## src/serial_mode_pkg.sv

```systemverilog
/*
  Constants, field layouts and carrier types for the serial port mode configuration block.
  Assumes a 250 MHz system clock and an AHB-Lite register bus with 32-bit data.
*/
package serial_mode_pkg;

  // Register indices; byte address is four times the index, second bank adds the bank offset
  localparam logic [7:0] MODE_INDEX = 8'hf0;
  localparam logic [7:0] IR_OPTIONS_INDEX = 8'hf1;
  localparam logic [7:0] TIMEOUT_INDEX = 8'hf2;
  localparam logic [7:0] STATUS_INDEX = 8'hf3;
  localparam int unsigned BANK_BIT = 10;
  localparam int unsigned INDEX_LSB = 2;

  // Mode register fields
  localparam int unsigned MIDI_BIT = 0;
  localparam int unsigned HIGH_SPEED_BIT = 1;
  localparam int unsigned FREQ_LSB = 2;
  localparam int unsigned FLOAT_BIT = 5;
  localparam int unsigned ALL_SHARE_BIT = 6;
  localparam int unsigned SHARE_BIT = 7;
  localparam logic [7:0] FIRST_MODE_MASK = 8'hcf;
  localparam logic [7:0] SECOND_MODE_MASK = 8'h0f;

  // Infrared option fields
  localparam int unsigned RX_POL_BIT = 0;
  localparam int unsigned TX_POL_BIT = 1;
  localparam int unsigned DUPLEX_BIT = 2;
  localparam int unsigned IR_MODE_LSB = 3;
  localparam logic [7:0] IR_OPTIONS_MASK = 8'h3f;

  // Status fields
  localparam int unsigned STATUS_BLANK_BIT = 0;
  localparam int unsigned STATUS_HOLD_BIT = 1;

  // Reset values
  localparam logic [7:0] MODE_RESET = 8'h00;
  localparam logic [7:0] IR_OPTIONS_RESET = 8'h02;
  localparam logic [7:0] TIMEOUT_RESET = 8'h03;
  localparam logic FLOAT_RESET = 1'b0;

  // Timing
  localparam int unsigned CLOCK_PERIOD_NS = 4;
  localparam int unsigned STEP_TIME_NS = 100000;
  localparam int unsigned STEP_CYCLES = STEP_TIME_NS / CLOCK_PERIOD_NS;
  localparam int unsigned STEP_COUNT_W = 16;

  localparam int unsigned OTHER_PORTS = 4;

  typedef enum logic [1:0] {
    FREQ_STANDARD = 2'b00,
    FREQ_921K = 2'b01,
    FREQ_1M5 = 2'b10,
    FREQ_RESERVED = 2'b11
  } freq_select_type;

  typedef enum logic [2:0] {
    IR_STANDARD = 3'b000,
    IR_IRDA = 3'b001,
    IR_KEYED_CARRIER = 3'b010,
    IR_RESERVED3 = 3'b011,
    IR_RESERVED4 = 3'b100,
    IR_RESERVED5 = 3'b101,
    IR_RESERVED6 = 3'b110,
    IR_RESERVED7 = 3'b111
  } ir_mode_type;

  typedef struct packed {
    logic midiEnable;
    logic highSpeed;
    freq_select_type freqSelect;
  } port_config_type;

  typedef struct packed {
    logic rxActiveLow;
    logic txActiveLow;
    logic halfDuplex;
    ir_mode_type irMode;
  } ir_config_type;

endpackage

```

## src/serial_port_mode_config.sv

```systemverilog
/*
  Mode configuration for the first two serial ports: speed and MIDI options, interrupt sharing,
  second port transmit pin float override, infrared polarity, duplex, protocol and half-duplex blanking.
  Assumes an AHB-Lite master on sys_clk, UART logic on sys_clk, and a standby power-on reset pin
  that is asynchronous to sys_clk.
*/
// The AHB-Lite interface to the registers was chosen for this implementation.
`timescale 1ns/100ps

module serial_port_mode_config #(
  parameter int unsigned stepCycles = serial_mode_pkg::STEP_CYCLES
) (
  input wire logic sys_clk,
  input wire logic sys_rst,
  input wire logic standbyPorPin,
  input wire logic hsel,
  input wire logic [31:0] haddr,
  input wire logic [1:0] htrans,
  input wire logic hwrite,
  input wire logic [2:0] hsize,
  input wire logic [31:0] hwdata,
  input wire logic hready,
  output logic hreadyout,
  output logic hresp,
  output logic [31:0] hrdata,
  input wire logic firstPortIrq,
  input wire logic secondPortIrq,
  input wire logic [serial_mode_pkg::OTHER_PORTS-1:0] otherPortIrq,
  output logic firstIrqOut,
  output logic secondIrqOut,
  output logic [serial_mode_pkg::OTHER_PORTS-1:0] otherIrqOut,
  output serial_mode_pkg::port_config_type firstConfig,
  output serial_mode_pkg::port_config_type secondConfig,
  output serial_mode_pkg::ir_config_type irConfig,
  input wire logic secondTxData,
  input wire logic secondTxEnable,
  input wire logic secondTxActive,
  input wire logic irRxPin,
  output logic secondTxPinOut,
  output logic secondTxPinOe,
  output logic secondRxData,
  output logic rxBlanked
);
  import serial_mode_pkg::*;

  typedef enum logic [2:0] {
    SLOT_NONE,
    SLOT_FIRST_MODE,
    SLOT_SECOND_MODE,
    SLOT_IR_OPTIONS,
    SLOT_TIMEOUT,
    SLOT_STATUS
  } slot_type;

  typedef enum logic [1:0] {
    BLANK_IDLE,
    BLANK_BUSY,
    BLANK_HOLD
  } blank_state_type;

  function automatic slot_type decodeSlot(input logic [31:0] addr);
    logic [7:0] index;
    index = addr[INDEX_LSB +: 8];
    decodeSlot = SLOT_NONE;
    if (addr[31:BANK_BIT+1] == '0 && addr[1:0] == 2'b00)
    begin
      if (!addr[BANK_BIT] && index == MODE_INDEX)
        decodeSlot = SLOT_FIRST_MODE;
      else if (addr[BANK_BIT] && index == MODE_INDEX)
        decodeSlot = SLOT_SECOND_MODE;
      else if (addr[BANK_BIT] && index == IR_OPTIONS_INDEX)
        decodeSlot = SLOT_IR_OPTIONS;
      else if (addr[BANK_BIT] && index == TIMEOUT_INDEX)
        decodeSlot = SLOT_TIMEOUT;
      else if (addr[BANK_BIT] && index == STATUS_INDEX)
        decodeSlot = SLOT_STATUS;
    end
  endfunction

  // Standby power-on reset comes from another power domain
  logic standbySync1_reg, standbySync2_reg;
  logic standbyRst;

  always_ff @(posedge sys_clk)
  begin
    standbySync1_reg <= standbyPorPin;
    standbySync2_reg <= standbySync1_reg;
  end

  assign standbyRst = standbySync2_reg;

  // Bus slave and register group
  logic wrPend_reg, wrPend_next;
  slot_type wrSlot_reg, wrSlot_next;
  logic [7:0] firstMode_reg, firstMode_next;
  logic [7:0] secondMode_reg, secondMode_next;
  logic [7:0] irOptions_reg, irOptions_next;
  logic [7:0] timeout_reg, timeout_next;
  logic floatOverride_reg, floatOverride_next;
  logic [31:0] hrdata_reg, hrdata_next;
  logic addrPhase;
  logic [7:0] statusValue;
  blank_state_type blankState_reg;

  assign addrPhase = hsel && hready && htrans[1];

  always_comb
  begin
    wrPend_next = addrPhase && hwrite;
    wrSlot_next = addrPhase ? decodeSlot(haddr) : SLOT_NONE;
    firstMode_next = firstMode_reg;
    secondMode_next = secondMode_reg;
    irOptions_next = irOptions_reg;
    timeout_next = timeout_reg;
    floatOverride_next = floatOverride_reg;
    if (wrPend_reg)
    begin
      unique case (wrSlot_reg)
        SLOT_FIRST_MODE: firstMode_next = hwdata[7:0] & FIRST_MODE_MASK;
        SLOT_SECOND_MODE:
        begin
          secondMode_next = hwdata[7:0] & SECOND_MODE_MASK;
          floatOverride_next = hwdata[FLOAT_BIT];
        end
        SLOT_IR_OPTIONS: irOptions_next = hwdata[7:0] & IR_OPTIONS_MASK;
        SLOT_TIMEOUT: timeout_next = hwdata[7:0];
        SLOT_STATUS, SLOT_NONE: ;
      endcase
    end
    // Reads see this cycle's write so back-to-back write then read returns the new value
    hrdata_next = 32'h0000_0000;
    if (addrPhase && !hwrite)
    begin
      unique case (decodeSlot(haddr))
        SLOT_FIRST_MODE: hrdata_next = {24'h00_0000, firstMode_next};
        SLOT_SECOND_MODE:
          hrdata_next = {24'h00_0000, secondMode_next | ({7'h00, floatOverride_next} << FLOAT_BIT)};
        SLOT_IR_OPTIONS: hrdata_next = {24'h00_0000, irOptions_next};
        SLOT_TIMEOUT: hrdata_next = {24'h00_0000, timeout_next};
        SLOT_STATUS: hrdata_next = {24'h00_0000, statusValue};
        SLOT_NONE: hrdata_next = 32'h0000_0000;
      endcase
    end
  end

  always_ff @(posedge sys_clk)
  begin
    if (sys_rst || standbyRst)
    begin
      wrPend_reg <= 1'b0;
      wrSlot_reg <= SLOT_NONE;
      firstMode_reg <= MODE_RESET;
      secondMode_reg <= MODE_RESET;
      irOptions_reg <= IR_OPTIONS_RESET;
      timeout_reg <= TIMEOUT_RESET;
      hrdata_reg <= 32'h0000_0000;
    end
    else
    begin
      wrPend_reg <= wrPend_next;
      wrSlot_reg <= wrSlot_next;
      firstMode_reg <= firstMode_next;
      secondMode_reg <= secondMode_next;
      irOptions_reg <= irOptions_next;
      timeout_reg <= timeout_next;
      hrdata_reg <= hrdata_next;
    end
  end

  // Standby-domain bit survives main power and bus resets
  always_ff @(posedge sys_clk)
  begin
    if (standbyRst)
      floatOverride_reg <= FLOAT_RESET;
    else
      floatOverride_reg <= floatOverride_next;
  end

  assign hreadyout = 1'b1;
  assign hresp = 1'b0;
  assign hrdata = hrdata_reg;

  assign firstConfig.midiEnable = firstMode_reg[MIDI_BIT];
  assign firstConfig.highSpeed = firstMode_reg[HIGH_SPEED_BIT];
  assign firstConfig.freqSelect = freq_select_type'(firstMode_reg[FREQ_LSB +: 2]);
  assign secondConfig.midiEnable = secondMode_reg[MIDI_BIT];
  assign secondConfig.highSpeed = secondMode_reg[HIGH_SPEED_BIT];
  assign secondConfig.freqSelect = freq_select_type'(secondMode_reg[FREQ_LSB +: 2]);
  assign irConfig.rxActiveLow = irOptions_reg[RX_POL_BIT];
  assign irConfig.txActiveLow = irOptions_reg[TX_POL_BIT];
  assign irConfig.halfDuplex = irOptions_reg[DUPLEX_BIT];
  assign irConfig.irMode = ir_mode_type'(irOptions_reg[IR_MODE_LSB +: 3]);

  // Interrupt routing
  logic firstIrq_reg, firstIrq_next;
  logic secondIrq_reg, secondIrq_next;
  logic [OTHER_PORTS-1:0] otherIrq_reg, otherIrq_next;
  logic allShare, pairShare, anyIrq;

  assign allShare = firstMode_reg[ALL_SHARE_BIT];
  assign pairShare = firstMode_reg[SHARE_BIT];
  assign anyIrq = firstPortIrq || secondPortIrq || (|otherPortIrq);

  // Sharing drives every line of the group, so a port left with its own line still sees the interrupt
  always_comb
  begin
    firstIrq_next = firstPortIrq;
    secondIrq_next = secondPortIrq;
    otherIrq_next = otherPortIrq;
    if (allShare)
    begin
      firstIrq_next = anyIrq;
      secondIrq_next = anyIrq;
      otherIrq_next = {OTHER_PORTS{anyIrq}};
    end
    else if (pairShare)
    begin
      firstIrq_next = firstPortIrq || secondPortIrq;
      secondIrq_next = firstPortIrq || secondPortIrq;
    end
  end

  always_ff @(posedge sys_clk)
  begin
    if (sys_rst || standbyRst)
    begin
      firstIrq_reg <= 1'b0;
      secondIrq_reg <= 1'b0;
      otherIrq_reg <= '0;
    end
    else
    begin
      firstIrq_reg <= firstIrq_next;
      secondIrq_reg <= secondIrq_next;
      otherIrq_reg <= otherIrq_next;
    end
  end

  assign firstIrqOut = firstIrq_reg;
  assign secondIrqOut = secondIrq_reg;
  assign otherIrqOut = otherIrq_reg;

  // Half-duplex receive blanking
  logic rxSync1_reg, rxSync2_reg;
  logic irActive, blankEnable, blankNow, stepTick;
  blank_state_type blankState_next;
  logic [STEP_COUNT_W-1:0] prescale_reg, prescale_next;
  logic [7:0] steps_reg, steps_next;
  logic txPin_reg, txPin_next;
  logic txOe_reg, txOe_next;
  logic rxData_reg, rxData_next;

  assign irActive = irConfig.irMode != IR_STANDARD;
  assign blankEnable = irActive && irConfig.halfDuplex;
  assign stepTick = prescale_reg == STEP_COUNT_W'(stepCycles - 1);
  assign blankNow = blankEnable && (secondTxActive || blankState_reg != BLANK_IDLE);
  assign statusValue = {6'h00, blankState_reg == BLANK_HOLD, blankNow};

  always_ff @(posedge sys_clk)
  begin
    rxSync1_reg <= irRxPin;
    rxSync2_reg <= rxSync1_reg;
  end

  always_comb
  begin
    blankState_next = blankState_reg;
    prescale_next = '0;
    steps_next = steps_reg;
    unique case (blankState_reg)
      BLANK_IDLE:
        if (blankEnable && secondTxActive)
          blankState_next = BLANK_BUSY;
      BLANK_BUSY:
        if (!blankEnable)
          blankState_next = BLANK_IDLE;
        else if (!secondTxActive)
        begin
          steps_next = timeout_reg;
          blankState_next = (timeout_reg == 8'h00) ? BLANK_IDLE : BLANK_HOLD;
        end
      BLANK_HOLD:
        if (!blankEnable)
          blankState_next = BLANK_IDLE;
        else if (secondTxActive)
          blankState_next = BLANK_BUSY;
        else if (stepTick)
        begin
          steps_next = steps_reg - 8'h01;
          if (steps_reg == 8'h01)
            blankState_next = BLANK_IDLE;
        end
        else
          prescale_next = prescale_reg + STEP_COUNT_W'(1);
    endcase
    // Idle level is the inactive infrared level, so a blanked receiver sees no pulses
    txPin_next = irActive ? (secondTxData ^ irConfig.txActiveLow) : secondTxData;
    txOe_next = secondTxEnable && !floatOverride_next;
    rxData_next = irActive ? (rxSync2_reg ^ irConfig.rxActiveLow) : rxSync2_reg;
    if (blankNow)
      rxData_next = 1'b0;
  end

  always_ff @(posedge sys_clk)
  begin
    if (sys_rst || standbyRst)
    begin
      blankState_reg <= BLANK_IDLE;
      prescale_reg <= '0;
      steps_reg <= 8'h00;
      txPin_reg <= 1'b1;
      txOe_reg <= 1'b0;
      rxData_reg <= 1'b0;
    end
    else
    begin
      blankState_reg <= blankState_next;
      prescale_reg <= prescale_next;
      steps_reg <= steps_next;
      txPin_reg <= txPin_next;
      txOe_reg <= txOe_next;
      rxData_reg <= rxData_next;
    end
  end

  assign secondTxPinOut = txPin_reg;
  assign secondTxPinOe = txOe_reg;
  assign secondRxData = rxData_reg;
  assign rxBlanked = blankNow;

  // Checking helpers
  logic [31:0] holdCount_reg;
  logic [7:0] holdSteps_reg;
  always_ff @(posedge sys_clk)
  begin
    if (sys_rst || standbyRst || blankState_reg != BLANK_HOLD)
    begin
      holdCount_reg <= 32'h0000_0000;
      holdSteps_reg <= steps_next;
    end
    else
      holdCount_reg <= holdCount_reg + 32'h0000_0001;
  end
endmodule // serial_port_mode_config

```

## config.mk

```make
export PLATFORM = sky130hd
export DESIGN_NAME = serial_port_mode_config
export DESIGN_NICKNAME = d
export VERILOG_FILES = /design/src/serial_mode_pkg.sv /design/src/serial_port_mode_config.sv
export SDC_FILE = /design/constraint.sdc
export NUM_CORES = 1
export LEC_CHECK = 0
export BUFFER_PORTS_ARGS = -buffer_cell sky130_fd_sc_hd__buf_4
export CORE_MARGIN = 2
export CORE_UTILIZATION = 54
export CTS_CLUSTER_DIAMETER = 100
export DETAILED_ROUTE_END_ITERATION = 8
export PLACE_DENSITY = 0.86
export SYNTH_ARGS = -nofsm -noshare
export SYNTH_HDL_FRONTEND = slang
export SYNTH_SLANG_ARGS = --single-unit
```

## constraint.sdc

```tcl
create_clock -name sys_clk -period 3.5 [get_ports sys_clk]
set_input_delay 0.7 -clock sys_clk [delete_from_list [all_inputs] [get_ports sys_clk]]
set_output_delay 0.7 -clock sys_clk [all_outputs]
set_load 0.01 [all_outputs]
```

==> impl_metrics.csv <==
group,metric,value,unit
clock_tree,cts_tree,"built",
floorplan,rows,31,
power,switching_share,0.2386,
power,seq_power_share,0.541,
outcome,outcome,"finished clean",
floorplan,die_x,89.93,um
finish,synthToLayoutAreaGrowth,17.26,%
clock_tree,post_cts_resized,0,
sta,fmax,395.8,MHz
floorplan,ioPinCount,143,
clock_tree,numClockSinks,84,
global_routing,grt_max_degree,34,
global_routing,grt_pass1_wl,14.94,mm
power,pwr-share-clk,0.391,
worst_setup_path,start_kind,"register",
worst_setup_path,critical_path_peak_fanout,17,
global_routing,grt-ovfl-total,0,
drt,initialDrtViolationCount,274,
sta,tightest_slew,724.4,ps
floorplan,die_h,89.93,um
drt,routed_wl,9.093,mm
logic_synthesis,yosys-top-cells-count,"dfxtp_1 (84), nor2_1 (57), buf_4 (41), a21oi_1 (30), nand2_1 (26)",
logic_synthesis,synth_most_common_cell,"dfxtp_1",
finish,nets,607,
sta,slew_viol_final,0,
sta,fin_crit_sh,0.7218,
drt,drcViolationCount,0,
sta,finalCriticalPeriod,2526,ps
sta,relSlewSlack,0.5143,
power,p_int,1.356,mW
logic_synthesis,syn_avg_cell_area,8.861,um^2
power,irDropWorstVdd,0.0002528,V
worst_setup_path,arrival,2770,ps
global_routing,grt_pass1_vias,3262,
finish,stdcell_count,620,
run,cap_violations,0,
clock_tree,worstSkewPairLatency,360,ps
clock_tree,numCtsBuffers,9,
min_path,worstHoldPathType,"register to register",
clock_tree,htree_levels,3,
drt,vias_per_cell,5.468,
clock_tree,cts_buffer_depth,2,
floorplan,initial_core_util,0.5527,
logic_synthesis,ys_seq_area_frac,0.4217,
worst_setup_path,end_kind,"register",
floorplan,die_area,8087,um^2
worst_setup_path,crit_type,"register to register",
clock_tree,post_cts_buffers,0,
clock_tree,holdBufCountCts,0,
power,p_leak,2.005,nW
logic_synthesis,synthArstFlopShare,0,
sta,finalSetupViolations,0,
place,portBuffers,88,
sta,hold_viol_final,0,
drt,drt_pre_antenna_iters,4,
global_routing,track_usage,0.2244,
drt,vias,3390,
logic_synthesis,synth_edf_count,0,
logic_synthesis,synth_area_leaders,"dfxtp_1 (42%), buf_4 (7.7%), mux2i_1 (6.3%)",
worst_setup_path,worst_path_most_repeated_cell,"inv_1",
floorplan,core-area,7214,um^2
sta,fin_setup_tns,0,ps
logic_synthesis,ys_ff_latch,84,
drt,drt-wirelength-per-cell,14.67,um
logic_synthesis,synthCells,450,
sta,grt_setup_unrepaired,"false",
worst_setup_path,slowest_stage,"ha_1",
power,pwr-share-comb,0.068,
sta,finalClockSkew,15.80,ps
place,hpwl,6.732,mm
worst_setup_path,crit_chain,"inv_1, ha_1, inv_1, and4_2, a21oi_2, o21ai_0, o311a_2",
logic_synthesis,ys_warn_count,0,
power,power_switching,0.4249,mW
finish,n_antenna_cell,0,
drt,antenna_left,0,
worst_setup_path,required,3750,ps
worst_setup_path,cpPeakStageDelay,540,ps
finish,drive_gt1_frac,0.2265,
finish,nFillCells,618,
logic_synthesis,yosys.area.top_type_share,0.4217,
clock_tree,path_clk_slew,90,ps
power,power_density,380.8,nW/um^2
global_routing,antenna_found_initial,0,
clock_tree,ctsRootBufferMaster,"clkbuf_8",
logic_synthesis,yosysUniqueCellTypes,55,
place,gp_congestion,0.8544,
logic_synthesis,syn_area,3988,um^2
logic_synthesis,synthFlopType,"dfxtp_1",
logic_synthesis,synth_top_area_cell,"dfxtp_1",
finish,largest_reg_flops,16,
place,dp_cells,604,
==> layer usage <==
| metal | share of wire | track usage | vias to the layer above |
|---|---|---|---|
| met5 | 0 | 0 | - |
| met2 | 0.51 | 0.3876 | 132 |
| met4 | 0.022 | 0.1077 | 0 |
| met1 | 0.40 | 0.2660 | 1583 |
| li1 | - | - | 1656 |
| met3 | 0.060 | 0.04778 | 19 |
==> metrics by stage <==
stage | power [mW] | utilization | area, um^2 | hold slack (ps) | setup WS [ps]
global route | 1.836 | 0.6481 | 4676 | 357.4 | 716.4
CTS | 1.795 | 0.6481 | 4676 | 351.5 | 1004
detailed placement | 1.106 | 0.6205 | 4477 | 331.3 | 1064
finish | 1.781 | 0.6481 | 4676 | 352.3 | 973.6
floorplan | 1.058 | - | 4078 | 309.6 | 1650
global placement | 1.103 | 0.6205 | 4477 | 311.5 | 1081
==> layout make-up <==
cell class | count | area [um^2] | area share
Clock buffer | 10 | 127.6 | 0.02729
Clock inverter | 6 | 71.32 | 0.01525
Inverter | 11 | 41.29 | 0.008831
Multi-Input combinational cell | 319 | 1947 | 0.4164
Sequential cell | 84 | 1682 | 0.3596
Tap cell | 99 | 123.9 | 0.02649
Timing Repair Buffer | 91 | 683.2 | 0.1461
==> power by group through the flow <==
stage	combinational, mW	sequential [mW]	clock, mW
6_report	0.121	0.964	0.696
3_3_place_gp	0.117	0.986	0
2_1_floorplan	0.0703	0.988	0
4_1_cts	0.120	0.964	0.711
5_1_grt	0.131	0.965	0.741
3_5_place_dp	0.119	0.987	0
==> cells by family (layout without fill, tap and decap cells) <==
group                      Yosys count  count (layout)  share of synthesized area
and+or+nand+nor                    170             170                     0.2200
xor gates and xnor gates            13              13                    0.02855
AOI/OAI and AO/OA                   79              79                     0.1321
muxes                               25              25                    0.06275
buffers and inverters               71             118                     0.1142
adders and majority gates            6               6                    0.01883
DFF                                 84              84                     0.4217
other                                2              26                   0.001883
==> final timing paths <==
check                                  startpoint           end  slack, ps  cells after the start
worst max register to register  blankState_reg[0]  steps_reg[0]        970                      7
worst max-delay path            blankState_reg[0]  steps_reg[0]        970                      7
worst min register to register   standbySync1_reg    standbyRst        350                      0
worst min-delay path             standbySync1_reg    standbyRst        350                      0
==> placed cells by master (no fill, tap or decap), drive strengths merged, types with 6 or more instances in the layout <==
master  instances
ha              6
nand4           6
nand2          26
nor3           15
o21ai           9
inv            13
mux2i          25
clkbuf         10
conb           26
xor2            9
and3           21
nor2           57
a211oi          6
dfxtp          84
buf            91
a21oi          32
nand3           7
nor4            9
==> worst max-delay path: cells and delay by family (launching register included) <==
family | cells | cell delay [ps]
AO/OA/AOI/OAI | 3 | 860
adder cells (fa/ha/maj) | 1 | 540
buffers and inverters | 2 | 410
flip-flops | 1 | 330
AND/OR/NAND/NOR | 1 | 270
Power figures use the tool's default switching activity.
